`src/common/icsp_pkg.sv`:
```
// Shared constants and types for the interrupt control, status and proximity block.
// Assumes a single 40 MHz clock domain and a word-aligned AXI4-Lite register map.
`default_nettype none
package icsp_pkg;
  // Register byte addresses.
  localparam logic [7:0] ADDR_CTRL = 8'h00;
  localparam logic [7:0] ADDR_STAT = 8'h04;
  localparam logic [7:0] ADDR_RELOAD = 8'h08;
  localparam logic [7:0] ADDR_EVT = 8'h0C;
  localparam logic [7:0] ADDR_EVT_CLR = 8'h10;
  localparam logic [7:0] ADDR_EVT_EN = 8'h14;
  // Control field positions.
  localparam int SS_BIT = 16;
  localparam int HALT_BIT = 14;
  localparam int MULTI_BIT = 12;
  localparam int THR_LSB = 8;
  localparam int POL_LSB = 0;
  localparam int EXT_N = 5;
  // Status field positions.
  localparam int LVL_LSB = 8;
  localparam int ENT_LSB = 0;
  // Event status layout.
  localparam int EVT_W = 7;
  localparam int EVT_PRESENT = 0;
  localparam int EVT_EXPIRE = 1;
  localparam int EVT_EXT_LSB = 2;
  // Reset values.
  localparam logic [31:0] RELOAD_RST = 32'h0000_0000;
  localparam logic [2:0] THR_RST = 3'h0;
  localparam logic [5:0] ENT_RST = 6'h00;
  localparam logic [EVT_W-1:0] EVT_RST = 7'h00;
  // Bus responses.
  localparam logic [1:0] RESP_OKAY = 2'h0;
  localparam logic [1:0] RESP_SLVERR = 2'h2;

  // An interrupt request from the source-side priority logic.
  typedef struct packed {
    logic valid;
    logic [2:0] level;
    logic [5:0] entry;
  } icsp_req_t;

  // A register write handed from the bus slave to the register file.
  typedef struct packed {
    logic [7:0] addr;
    logic [31:0] data;
    logic [3:0] strb;
  } icsp_wr_t;

  // Proximity gate states.
  typedef enum logic [2:0] {
    PX_IDLE = 3'b001,
    PX_COUNT = 3'b010,
    PX_RELEASE = 3'b100
  } icsp_prox_t;
endpackage
`default_nettype wire

```
`src/rtl/icsp_prox_timer.sv`:
```
// Down-counter for the temporal proximity window.
// Assumes load and run come from logic on the same clock.
`default_nettype none
module icsp_prox_timer
  import icsp_pkg::*;
(
  input wire logic ref_clk, // System clock.
  input wire logic srst, // Synchronous reset, active high.
  input wire logic load, // Load the reload value.
  input wire logic [31:0] loadVal, // Reload value.
  input wire logic run, // Count down while high.
  output logic cntZero // Count has reached zero.
);
  logic [31:0] cnt_ff;

  // Load wins over counting so a new trigger always restarts the window.
  always_ff @(posedge ref_clk) begin
    if (srst) begin
      cnt_ff <= RELOAD_RST;
    end else if (load) begin
      cnt_ff <= loadVal;
    end else if (run && cnt_ff != 32'h0000_0000) begin
      cnt_ff <= cnt_ff - 32'h0000_0001;
    end
  end

  assign cntZero = (cnt_ff == 32'h0000_0000);

  property p_reload_load;
    @(posedge ref_clk) disable iff (srst)
    load |=> cnt_ff == $past(loadVal);
  endproperty
  a_reload_load: assert property (p_reload_load)
    else $error("Timer did not take the reload value.");

  property p_count_down;
    @(posedge ref_clk) disable iff (srst)
    (!load && run && !cntZero) |=> cnt_ff == $past(cnt_ff) - 32'h0000_0001;
  endproperty
  a_count_down: assert property (p_count_down)
    else $error("Timer did not count down by one.");
endmodule
`default_nettype wire

```
`src/rtl/icsp_axil_slave.sv`:
```
// AXI4-Lite slave front end: one write and one read in flight at most.
// Assumes the register file answers reads combinationally in the cycle of rdEn.
`default_nettype none
module icsp_axil_slave
  import icsp_pkg::*;
(
  input wire logic ref_clk, // System clock.
  input wire logic srst, // Synchronous reset, active high.
  input wire logic [7:0] awaddr, // Write address.
  input wire logic awvalid, // Write address valid.
  output logic awready, // Write address ready.
  input wire logic [31:0] wdata, // Write data.
  input wire logic [3:0] wstrb, // Write byte strobes.
  input wire logic wvalid, // Write data valid.
  output logic wready, // Write data ready.
  output logic [1:0] bresp, // Write response.
  output logic bvalid, // Write response valid.
  input wire logic bready, // Write response ready.
  input wire logic [7:0] araddr, // Read address.
  input wire logic arvalid, // Read address valid.
  output logic arready, // Read address ready.
  output logic [31:0] rdata, // Read data.
  output logic [1:0] rresp, // Read response.
  output logic rvalid, // Read data valid.
  input wire logic rready, // Read data ready.
  output logic wrEn, // One-cycle register write pulse.
  output icsp_wr_t wrReq, // Write address, data and strobes.
  input wire logic wrErr, // Write address is unmapped.
  output logic rdEn, // One-cycle register read pulse.
  output logic [7:0] rdAddr, // Read address.
  input wire logic [31:0] rdData, // Read data from the register file.
  input wire logic rdErr // Read address is unmapped.
);
  logic awHave_ff, wHave_ff;

  // Address and data are caught independently, so either may arrive first.
  assign awready = !awHave_ff && !bvalid;
  assign wready = !wHave_ff && !bvalid;
  assign wrEn = awHave_ff && wHave_ff;
  assign arready = !rvalid;
  assign rdEn = arvalid && arready;
  assign rdAddr = araddr;

  always_ff @(posedge ref_clk) begin
    if (srst) begin
      awHave_ff <= 1'b0;
      wHave_ff <= 1'b0;
      wrReq <= '0;
      bvalid <= 1'b0;
      bresp <= RESP_OKAY;
    end else begin
      if (awvalid && awready) begin
        awHave_ff <= 1'b1;
        wrReq.addr <= awaddr;
      end
      if (wvalid && wready) begin
        wHave_ff <= 1'b1;
        wrReq.data <= wdata;
        wrReq.strb <= wstrb;
      end
      if (wrEn) begin
        awHave_ff <= 1'b0;
        wHave_ff <= 1'b0;
        bvalid <= 1'b1;
        bresp <= wrErr ? RESP_SLVERR : RESP_OKAY;
      end else if (bvalid && bready) begin
        bvalid <= 1'b0;
      end
    end
  end

  // Read data are registered so that rdata stays put while rready is low.
  always_ff @(posedge ref_clk) begin
    if (srst) begin
      rvalid <= 1'b0;
      rdata <= 32'h0000_0000;
      rresp <= RESP_OKAY;
    end else if (rdEn) begin
      rvalid <= 1'b1;
      rdata <= rdData;
      rresp <= rdErr ? RESP_SLVERR : RESP_OKAY;
    end else if (rready) begin
      rvalid <= 1'b0;
    end
  end

  property p_bvalid_hold;
    @(posedge ref_clk) disable iff (srst)
    (bvalid && !bready) |=> bvalid && $stable(bresp);
  endproperty
  a_bvalid_hold: assert property (p_bvalid_hold)
    else $error("Write response dropped before it was taken.");
endmodule
`default_nettype wire

```
`src/rtl/icsp_top.sv`:
```
// Interrupt control and status registers with the temporal proximity gate.
// Assumes req comes from same-clock priority logic and holds until coreIrqValid.
// The extLine pins are asynchronous and are synchronised here.
//
// Added by the designer: the AXI4-Lite interface to the registers and the placing of the registers.
`default_nettype none

module icsp_top
  import icsp_pkg::*;
(
  input wire logic ref_clk, // System clock, 40 MHz.
  input wire logic srst, // Synchronous reset, active high.
  input wire logic [7:0] awaddr, // AXI write address.
  input wire logic awvalid, // AXI write address valid.
  output logic awready, // AXI write address ready.
  input wire logic [31:0] wdata, // AXI write data.
  input wire logic [3:0] wstrb, // AXI write strobes.
  input wire logic wvalid, // AXI write data valid.
  output logic wready, // AXI write data ready.
  output logic [1:0] bresp, // AXI write response.
  output logic bvalid, // AXI write response valid.
  input wire logic bready, // AXI write response ready.
  input wire logic [7:0] araddr, // AXI read address.
  input wire logic arvalid, // AXI read address valid.
  output logic arready, // AXI read address ready.
  output logic [31:0] rdata, // AXI read data.
  output logic [1:0] rresp, // AXI read response.
  output logic rvalid, // AXI read valid.
  input wire logic rready, // AXI read ready.
  input wire icsp_req_t req, // Pending request from priority logic.
  input wire logic debugMode, // Core is in debug exception mode.
  input wire logic [EXT_N-1:0] extLine, // External interrupt pins.
  output logic coreIrqValid_ff, // One-cycle pulse: request presented.
  output logic [2:0] coreLevel_ff, // Presented priority level.
  output logic [5:0] coreEntry_ff, // Presented entry number.
  output logic coreShadow_ff, // Single entry uses the shadow set.
  output logic multiMode_ff, // Multi-entry mode is active.
  output logic [EXT_N-1:0] extEdge_ff, // One-cycle pulse per detected edge.
  output logic irqOut_ff // Level interrupt from event status.
);
  logic ssel_ff, halt_ff, multiSel_ff;
  logic [2:0] thr_ff;
  logic [EXT_N-1:0] pol_ff;
  logic [31:0] reload_ff;
  logic [EVT_W-1:0] evt_ff, evtEn_ff, evtSet;
  logic [EXT_N-1:0] extS1_ff, extS2_ff, extPrev_ff, extEdge;
  logic wrEn, rdEn, wrErr, rdErr, frozen, qual, canPresent;
  logic timerLoad, timerZero, expire;
  logic [7:0] rdAddr;
  logic [31:0] rdData;
  icsp_wr_t wrReq;
  icsp_prox_t pxState_ff;

  icsp_axil_slave icsp_axil_slave_inst (.ref_clk, .srst, .awaddr, .awvalid, .awready, .wdata,
    .wstrb, .wvalid, .wready, .bresp, .bvalid, .bready, .araddr, .arvalid, .arready, .rdata,
    .rresp, .rvalid, .rready, .wrEn, .wrReq, .wrErr, .rdEn, .rdAddr, .rdData, .rdErr);

  icsp_prox_timer icsp_prox_timer_inst (.ref_clk, .srst, .load(timerLoad),
    .loadVal(reload_ff), .run(!frozen), .cntZero(timerZero));

  // Control register; the halt bit only moves while the core sits in debug.
  always_ff @(posedge ref_clk) begin
    if (srst) begin
      ssel_ff <= 1'b0;
      halt_ff <= 1'b0;
      multiSel_ff <= 1'b0;
      thr_ff <= THR_RST;
      pol_ff <= '0;
    end else if (wrEn && wrReq.addr == ADDR_CTRL) begin
      if (wrReq.strb[2]) begin
        ssel_ff <= wrReq.data[SS_BIT];
      end
      if (wrReq.strb[1]) begin
        if (debugMode) begin
          halt_ff <= wrReq.data[HALT_BIT];
        end
        multiSel_ff <= wrReq.data[MULTI_BIT];
        thr_ff <= wrReq.data[THR_LSB +: 3];
      end
      if (wrReq.strb[0]) begin
        pol_ff <= wrReq.data[POL_LSB +: EXT_N];
      end
    end
  end

  // Reload register honours byte strobes.
  always_ff @(posedge ref_clk) begin
    if (srst) begin
      reload_ff <= RELOAD_RST;
    end else if (wrEn && wrReq.addr == ADDR_RELOAD) begin
      for (int b = 0; b < 4; b++) begin
        if (wrReq.strb[b]) begin
          reload_ff[8*b +: 8] <= wrReq.data[8*b +: 8];
        end
      end
    end
  end

  // Event enable register.
  always_ff @(posedge ref_clk) begin
    if (srst) begin
      evtEn_ff <= EVT_RST;
    end else if (wrEn && wrReq.addr == ADDR_EVT_EN && wrReq.strb[0]) begin
      evtEn_ff <= wrReq.data[EVT_W-1:0];
    end
  end

  // Sticky events; a new event in the clearing cycle survives the clear.
  assign evtSet = {extEdge, expire, canPresent};
  always_ff @(posedge ref_clk) begin
    if (srst) begin
      evt_ff <= EVT_RST;
    end else if (wrEn && wrReq.addr == ADDR_EVT_CLR && wrReq.strb[0]) begin
      evt_ff <= (evt_ff & ~wrReq.data[EVT_W-1:0]) | evtSet;
    end else begin
      evt_ff <= evt_ff | evtSet;
    end
  end

  always_ff @(posedge ref_clk) begin
    if (srst) begin
      irqOut_ff <= 1'b0;
    end else begin
      irqOut_ff <= |(evt_ff & evtEn_ff);
    end
  end

  // Two flops per pin before any edge logic looks at it.
  genvar g;
  generate
    for (g = 0; g < EXT_N; g++) begin : g_ext
      always_ff @(posedge ref_clk) begin
        if (srst) begin
          extS1_ff[g] <= 1'b0;
          extS2_ff[g] <= 1'b0;
          extPrev_ff[g] <= 1'b0;
        end else begin
          extS1_ff[g] <= extLine[g];
          extS2_ff[g] <= extS1_ff[g];
          extPrev_ff[g] <= extS2_ff[g];
        end
      end
      assign extEdge[g] = pol_ff[g] ? (extS2_ff[g] && !extPrev_ff[g])
                                    : (!extS2_ff[g] && extPrev_ff[g]);
    end
  endgenerate

  always_ff @(posedge ref_clk) begin
    if (srst) begin
      extEdge_ff <= '0;
    end else begin
      extEdge_ff <= extEdge;
    end
  end

  // Freeze only bites while the core is actually in debug.
  assign frozen = halt_ff && debugMode;
  // Level zero is a disabled source, so it never qualifies.
  assign qual = (thr_ff != 3'h0) && (req.level != 3'h0)
              && (req.level <= thr_ff);
  // The presentation pulse doubles as the acknowledge, so a request is
  // never taken twice in back-to-back cycles.
  assign canPresent = req.valid && !frozen && !coreIrqValid_ff
                    && (!qual || pxState_ff == PX_RELEASE);
  // The request still standing in the presentation cycle is already taken, so it must not
  // reopen the window; otherwise the gate would arm itself with nothing behind it.
  assign timerLoad = (pxState_ff == PX_IDLE) && req.valid && qual && !frozen
                   && !coreIrqValid_ff;
  assign expire = (pxState_ff == PX_COUNT) && timerZero && !frozen;

  // Proximity gate: a qualifying request opens the window, waits, then passes.
  always_ff @(posedge ref_clk) begin
    if (srst) begin
      pxState_ff <= PX_IDLE;
    end else begin
      unique case (pxState_ff)
        PX_IDLE: begin
          if (timerLoad) begin
            pxState_ff <= PX_COUNT;
          end
        end
        PX_COUNT: begin
          if (expire) begin
            pxState_ff <= PX_RELEASE;
          end
        end
        PX_RELEASE: begin
          if ((canPresent && qual) || thr_ff == 3'h0) begin
            pxState_ff <= PX_IDLE;
          end
        end
        default: begin
          pxState_ff <= PX_IDLE;
        end
      endcase
    end
  end

  // Presented request also feeds the status fields.
  always_ff @(posedge ref_clk) begin
    if (srst) begin
      coreIrqValid_ff <= 1'b0;
      coreLevel_ff <= THR_RST;
      coreEntry_ff <= ENT_RST;
    end else begin
      coreIrqValid_ff <= canPresent;
      if (canPresent) begin
        coreLevel_ff <= req.level;
        coreEntry_ff <= req.entry;
      end
    end
  end

  // Mode outputs to the core.
  always_ff @(posedge ref_clk) begin
    if (srst) begin
      coreShadow_ff <= 1'b0;
      multiMode_ff <= 1'b0;
    end else begin
      coreShadow_ff <= ssel_ff && !multiSel_ff;
      multiMode_ff <= multiSel_ff;
    end
  end

  // Read mux; unimplemented bits are zero and unknown addresses error out.
  always_comb begin
    rdData = 32'h0000_0000;
    rdErr = 1'b0;
    unique case (rdAddr)
      ADDR_CTRL: begin
        rdData[SS_BIT] = ssel_ff;
        rdData[HALT_BIT] = halt_ff && debugMode;
        rdData[MULTI_BIT] = multiSel_ff;
        rdData[THR_LSB +: 3] = thr_ff;
        rdData[POL_LSB +: EXT_N] = pol_ff;
      end
      ADDR_STAT: begin
        rdData[LVL_LSB +: 3] = coreLevel_ff;
        rdData[ENT_LSB +: 6] = coreEntry_ff;
      end
      ADDR_RELOAD: rdData = reload_ff;
      ADDR_EVT: rdData[EVT_W-1:0] = evt_ff;
      ADDR_EVT_CLR: rdData = 32'h0000_0000;
      ADDR_EVT_EN: rdData[EVT_W-1:0] = evtEn_ff;
      default: rdErr = 1'b1;
    endcase
  end

  assign wrErr = !(wrReq.addr inside {ADDR_CTRL, ADDR_STAT, ADDR_RELOAD,
                                      ADDR_EVT, ADDR_EVT_CLR, ADDR_EVT_EN});

  property p_shadow;
    @(posedge ref_clk) disable iff (srst)
    (ssel_ff && !multiSel_ff) |=> coreShadow_ff;
  endproperty
  a_shadow: assert property (p_shadow)
    else $error("Shadow set not indicated.");
  property p_freeze;
    @(posedge ref_clk) disable iff (srst)
    frozen |=> !coreIrqValid_ff;
  endproperty
  a_freeze: assert property (p_freeze)
    else $error("Request presented while frozen.");
  property p_halt_guard;
    @(posedge ref_clk) disable iff (srst)
    (wrEn && wrReq.addr == ADDR_CTRL && !debugMode) |=> $stable(halt_ff);
  endproperty
  a_halt_guard: assert property (p_halt_guard)
    else $error("Halt bit written outside debug mode.");
  property p_mode;
    @(posedge ref_clk) disable iff (srst)
    $changed(multiSel_ff) |=> multiMode_ff == $past(multiSel_ff);
  endproperty
  a_mode: assert property (p_mode)
    else $error("Mode output does not follow its select bit.");
  property p_hold_qual;
    @(posedge ref_clk) disable iff (srst)
    (req.valid && qual && pxState_ff != PX_RELEASE) |=> !coreIrqValid_ff;
  endproperty
  a_hold_qual: assert property (p_hold_qual)
    else $error("Qualifying request passed the proximity gate.");
  property p_thr_one;
    @(posedge ref_clk) disable iff (srst)
    (thr_ff == 3'h1 && req.valid && req.level > 3'h1 && !frozen && !coreIrqValid_ff)
      |=> coreIrqValid_ff;
  endproperty
  a_thr_one: assert property (p_thr_one)
    else $error("Higher level held back at threshold one.");
  property p_thr_zero;
    @(posedge ref_clk) disable iff (srst)
    (thr_ff == 3'h0) |-> !timerLoad;
  endproperty
  a_thr_zero: assert property (p_thr_zero)
    else $error("Timer triggered while disabled.");

  property p_edge0;
    @(posedge ref_clk) disable iff (srst)
    (pol_ff[0] && extS2_ff[0] && !extPrev_ff[0]) |=> extEdge_ff[0];
  endproperty
  a_edge0: assert property (p_edge0)
    else $error("Rising edge on line 0 missed.");

  property p_status;
    @(posedge ref_clk) disable iff (srst)
    canPresent |=> coreLevel_ff == $past(req.level) && coreEntry_ff == $past(req.entry);
  endproperty
  a_status: assert property (p_status)
    else $error("Status fields do not match the presented request.");

  property p_stat_zero;
    @(posedge ref_clk) disable iff (srst)
    (rdEn && rdAddr == ADDR_STAT) |-> rdData[31:11] == 21'h0 && rdData[7:6] == 2'h0;
  endproperty
  a_stat_zero: assert property (p_stat_zero)
    else $error("Unimplemented status bits not zero.");

  property p_window;
    @(posedge ref_clk) disable iff (srst)
    (pxState_ff == PX_COUNT && !timerZero) |=> pxState_ff != PX_RELEASE;
  endproperty
  a_window: assert property (p_window)
    else $error("Proximity window closed early.");
endmodule
`default_nettype wire

```
`config.mk`:
```
export PLATFORM = sky130hd
export DESIGN_NAME = icsp_top
export DESIGN_NICKNAME = d
export VERILOG_FILES = /design/src/common/icsp_pkg.sv /design/src/rtl/icsp_prox_timer.sv /design/src/rtl/icsp_axil_slave.sv /design/src/rtl/icsp_top.sv
export SDC_FILE = /design/constraint.sdc
export NUM_CORES = 1
export LEC_CHECK = 0
export ABC_AREA = 1
export BUFFER_PORTS_ARGS = -buffer_cell sky130_fd_sc_hd__buf_2
export CORE_MARGIN = 2
export CORE_UTILIZATION = 35
export DETAILED_ROUTE_END_ITERATION = 12
export SYNTH_ARGS = -nofsm -noshare
export SYNTH_HDL_FRONTEND = slang
export SYNTH_SLANG_ARGS = --single-unit
```
`constraint.sdc`:
```
create_clock -name ref_clk -period 1.8 [get_ports ref_clk]
set_input_delay 0.18 -clock ref_clk [delete_from_list [all_inputs] [get_ports ref_clk]]
set_output_delay 0.18 -clock ref_clk [all_outputs]
set_load 0.02 [all_outputs]
```
# Word-level counts from Yosys, hierarchy flattened
# Cells that the tools add are included.
# word_totals
register_bits	209
inputBits	75
output_inout_bits	59
elab_cells	179
# classes
add_sub_neg	1
n_lt_le_gt_ge	1
n_eq_ne	16
n_mux	30
bitwise_logic	5
reduce_logical	81
# op_table
operator	count
32-bit two-way mux	2
1-bit logical AND	38
8-bit by 4-bit equality test with 1-bit output (second input constant)	4
8-bit by 5-bit equality test with 1-bit output (second input constant)	4
32-bit zero test	1
32-bit nonzero test	1
32-bit by 1-bit subtractor with 32-bit output (second input constant)	1
5-bit case mux with 5 select lines	1
1-bit zero test	18
3-bit case mux with 3 select lines	2
8-bit by 3-bit equality test with 1-bit output (second input constant)	2
8-bit zero test	2
15-bit two-way mux	1
7-bit bitwise AND	2
7-bit bitwise OR	2
2-bit AND reduction	7
1-bit two-way mux	13
3-bit two-way mux	3
7-bit two-way mux	1
7-bit NOT	1
7-bit OR reduction	1
1-bit case mux with 2 select lines	3
3-bit AND reduction	2
2-bit nonzero test	3
15 further kinds	19

# Logic depth before layout (Yosys ltp)
# logic_depth
depth_word	10
depth_mapped	13
depth_no_buf	12

# Modules after synthesis
# Synthesis repeated with hierarchy kept, for this count alone.
# hier_totals
hier_cells	1412
area_unflattened_um2	9705.6
# by_module_without_submodules
module	n_inst	cells_per_inst	area_per_inst_um2
icsp_top	1	542	3921.3
icsp_axil_slave	1	467	3349.5
icsp_prox_timer	1	403	2434.8

# Worst setup path before layout
# OpenSTA, ideal clock, no wires.
# synth_path
path_type	register to register
from	reg thr_ff[2]
to	reg icsp_prox_timer_inst.cnt_ff[10]
arrival_ns	1.639
t_required_ns	1.743
setup_slack_ns	0.104
stages_incl_launch_ff	14
n_path_buf	2
synth_period_minus_slack_ns	1.696
cell_sequence	dfxtp_1 -> inv_1 -> ha_1 -> a21oi_1 -> nand2_1 -> nand2_1 -> nand4_4 -> inv_2 -> buf_4 -> buf_4 -> nand2_1 -> nand3_1 -> nand2_1 -> inv_1
# synth_between
elab_chain_len	7
# synth_lines
item	line	rtl
start, declared	icsp_top.sv:42	logic [2:0] thr_ff;
start signal, assigned	icsp_top.sv:78	thr_ff <= wrReq.data[THR_LSB +: 3];
parallel branches: the longest is 2 deep, another holds 3-bit <= comparator	--	
1-bit logical AND (*)	icsp_top.sv:160	&& (req.level <= thr_ff);
1-bit logical AND (*) (2 in series)	icsp_top.sv:167	assign timerLoad = (pxState_ff == PX_IDLE) && req.valid && qual && !frozen
1-bit logical AND (*)	icsp_top.sv:168	&& !coreIrqValid_ff;
32-bit two-way mux / 2-bit nonzero test (equally long branches)	--	
end signal, assigned	icsp_prox_timer.sv:21	cnt_ff <= loadVal;
end signal, assigned	icsp_prox_timer.sv:23	cnt_ff <= cnt_ff - 32'h0000_0001;
end, declared	icsp_prox_timer.sv:14	logic [31:0] cnt_ff;
# Mark *: on every way between the ends.
# A chain may end at the register's enable or synchronous reset.

# Worst setup path in the final report
# layout_path
from	reg thr_ff[2]
to	reg icsp_prox_timer_inst.cnt_ff[25]
# The elaborated chain is that of the path after synthesis.

==> impl_metrics.py <==
metrics = {
    "placed_design": {
        "hpwlAfterDp_um": 19000,
        "globalplace.congestion": 0.855,
        "portBuffers": 131,
        "pre_cts_ws_ns": -0.0877,
    },
    "power": {
        "peakVddDrop_uv": 710,
        "power.density_nw_per_um2": 1420,
        "p_leak_nw": 5.58,
        "total_power_mw": 17.5,
    },
    "global_route": {
        "grt_pass1_wl_um": 43400,
        "grt_overflow": 0,
        "grt_pass1_vias": 8601,
        "antenna_found_initial": 0,
        "grtUsageTotal_pct": 18.8,
        "grt_max_degree": 62,
    },
    "worst_hold_path": {
        "hp-class": "in2reg",
        "worstHoldStart": "wstrb[2]",
        "hold_path_depth": 3,
        "min_to": "icsp_axil_slave_inst.wrReq[2]",
    },
    "route": {
        "viasPerCell": 4.77,
        "drtIter0Drc": 611,
        "antenna_left": 0,
        "wl_um": 27300,
        "num_vias": 9108,
        "drtPass1Iterations": 6,
        "drc": 0,
        "routedWlPerCell_um": 14.3,
    },
    "layout": {
        "num_antenna_cells": 0,
        "final_cell_mix": "nor2_1, dfxtp_1, nand2_1",
        "layout-drive-gt1-share_pct": 19.8,
        "mostFrequentLayoutCell": "nor2_1",
        "nets": 1640,
        "area_growth_pct": 33.6,
        "fin_util_pct": 47.5,
    },
    "yosys": {
        "synthCells": 1332,
        "ys_warn_count": 0,
        "synth_enable_flop_cells": 0,
        "yosys.cell_types.count": 42,
        "synth_seq_cells": 207,
        "synthFlopType": "dfxtp_1",
        "synthArstFlopShare_pct": 0,
        "yosysSeqAreaShare_pct": 44.9,
        "synthesis.area_sq_um": 9230,
        "avgSynthCellArea_sq_um": 6.93,
    },
    "critical_path": {
        "crit_type": "reg2reg",
        "crit_cells": 12,
        "max_stage_delay_ns": 0.33,
        "crit_arrival_ns": 2.10,
        "crit_fanout": 17,
        "crit_required_ns": 2.17,
        "worst_setup_path_start_kind": "flip-flop",
        "r2r_slack_ns": 0.07,
        "critical_path.slowest_cell": "dfxtp_2",
        "r2r_end": "icsp_prox_timer_inst.cnt_ff[25]",
        "reg2reg_from": "thr_ff[2]",
        "path_cells": "inv_2 -> ha_4 -> a21oi_4 -> nand2_2 -> nand2_2 -> nand4_4 -> buf_12 -> buf_12 -> nand3_1 -> nand2_1 -> nor2_1 -> nor2_1",
        "crit_family": "simple AND/OR/NAND/NOR gates",
        "path_buf_inv": 3,
        "end_kind": "flip-flop",
        "worstRegToRegCells": 12,
    },
    "cts": {
        "clock_latency_ns": 0.52,
        "path_clk_slew_ns": 0.06,
        "cts.sinks": 207,
        "htreeDepth": 1,
        "cts_root_buf": "clkbuf_16",
        "cts_buffers": 23,
        "clockBufferDepth": 3,
        "tritoncts": "built",
    },
    "floorplan": {
        "die_width_um": 166,
        "start_util_pct": 35.5,
        "dieArea_sq_um": 27700,
        "die_h_um": 166,
        "ioPinCount": 134,
        "fp.coreArea_sq_um": 26000,
        "rows": 59,
    },
    "sta": {
        "hold_ws_ns": 0.0220,
        "fmax_mhz": 579,
        "fin_crit_sh_pct": 96.0,
        "setup_slack_ns": 0.0718,
        "finalHoldViolations": 0,
        "finalSetupViolations": 0,
        "maxSlewHeadroom_pct": 50.9,
        "grt_setup_unrepaired": "yes",
        "finalClockSkew_ns": 0.0141,
        "finalCriticalPeriod_ns": 1.73,
        "worstMarginPinSlew_ns": 0.736,
        "drv_slew": 0,
    },
    "run": {
        "cap_violations": 0,
    },
    "outcome": {
        "outcome": "finished, final reports clean",
    },
}
-- sequential cells by signal, summed over array words and instances, names as in the netlist, 3 cells and up --
register / count
extEdge_ff: 5
reload_ff: 32
extS2_ff: 5
evtEn_ff: 7
icsp_axil_slave_inst.rdata: 32
icsp_axil_slave_inst.wrReq: 44
pxState_ff: 3
extPrev_ff: 5
icsp_prox_timer_inst.cnt_ff: 32
coreEntry_ff: 6
evt_ff: 7
extS1_ff: 5
pol_ff: 5
coreLevel_ff: 3
thr_ff: 3
-- kinds of logic after synthesis --
kind of cell / Yosys count / synth area share (%)
AO/OA/AOI/OAI: 275 / 15.6
buffers and inverters: 221 / 9.65
other: 1 / 0.0406
adder cells (fa/ha/maj): 5 / 0.678
XOR/XNOR: 11 / 1.04
flip-flops: 207 / 44.9
AND/OR/NAND/NOR: 612 / 28.1
-- cells in the mapped netlist (2+ instances only) --
cell	instances	area, sq um
o21ai_0	141	706
nand2_2	4	25.0
dfxtp_1	207	4140
buf_4	5	37.5
xnor2_1	3	26.3
o22ai_1	8	50.1
xor2_1	8	70.1
ha_1	5	62.6
o21ai_1	6	30.0
inv_2	3	11.3
o211ai_1	3	22.5
nor3_1	10	50.1
nor3_2	3	30.0
a21oi_1	106	531
inv_1	158	593
buf_6	5	56.3
buf_2	4	20.0
nand4_1	8	50.1
nor2_4	3	33.8
clkbuf_1	42	158
nand3b_1	8	60.1
a41oi_1	2	17.5
nor2_1	251	942
nor2_2	5	31.3
nand2_1	215	807
buf_1	3	11.3
o311a_1	2	20.0
o21bai_1	2	15.0
nand3_1	99	495
-- timing repair --
action                                  4_1_cts  5_1_grt
pin swaps                                     1        7
resized for setup                            13       60
endpoints found under the setup margin       31       44
hold buffers                                 58        0
gates cloned                                  1        4
endpoints found under the hold margin        58        0
setup buffers                                 2        4
-- metrics by stage --
step                      TNS (ns)  instances  cell area, sq um
after floorplan                  0       1333              9230
after global placement      -0.128       1801             10600
after detailed placement     -1.28       1801             10600
after CTS                        0       1903             12000
after global routing        -0.525       1911             12300
final                            0       1911             12300
-- worst max-delay path by stage --
stage / start / endpoint / slack (ns)
after global routing: thr_ff[2] / icsp_prox_timer_inst.cnt_ff[30] / -0.05
after CTS: thr_ff[2] / icsp_prox_timer_inst.cnt_ff[30] / 0.02
after global placement: thr_ff[2] / icsp_prox_timer_inst.cnt_ff[31] / -0.04
after floorplan: thr_ff[2] / icsp_prox_timer_inst.cnt_ff[10] / 0.10
after detailed placement: thr_ff[2] / icsp_prox_timer_inst.cnt_ff[31] / -0.09
final: thr_ff[2] / icsp_prox_timer_inst.cnt_ff[25] / 0.07
-- report_power, final --
| part | switching, mW | internal (mW) |
|---|---|---|
| Clock | 1.88 | 2.86 |
| Combinational | 4.27 | 2.85 |
| Sequential | 0.511 | 5.11 |
-- worst min-delay path: stages --
cell,delay (ns)
buf_2,0.10
o21ai_0,0.08
a21oi_1,0.12
-- area by class of cell --
type,count,area (sq um)
inverter,162,619
fill,2610,13700
tap,335,419
multi-input combinational,905,4390
timing repair buffer,261,1990
clock buffer,30,622
clock inverter,11,136
sequential,207,4150
-- layer usage --
| metal | wire (um) | share of wire (%) | up-vias | global-route usage [%] |
|---|---|---|---|---|
| met3 | 1450 | 5.3 | 45 | 2.74 |
| met1 | 12700 | 46 | 4120 | 25.9 |
| met5 | 0 | 0 | - | 0 |
| li1 | - | - | 4727 | - |
| met4 | 661 | 2.4 | 0 | 4.31 |
| met2 | 12500 | 46 | 216 | 31.2 |
Power figures use the tool's default switching activity.
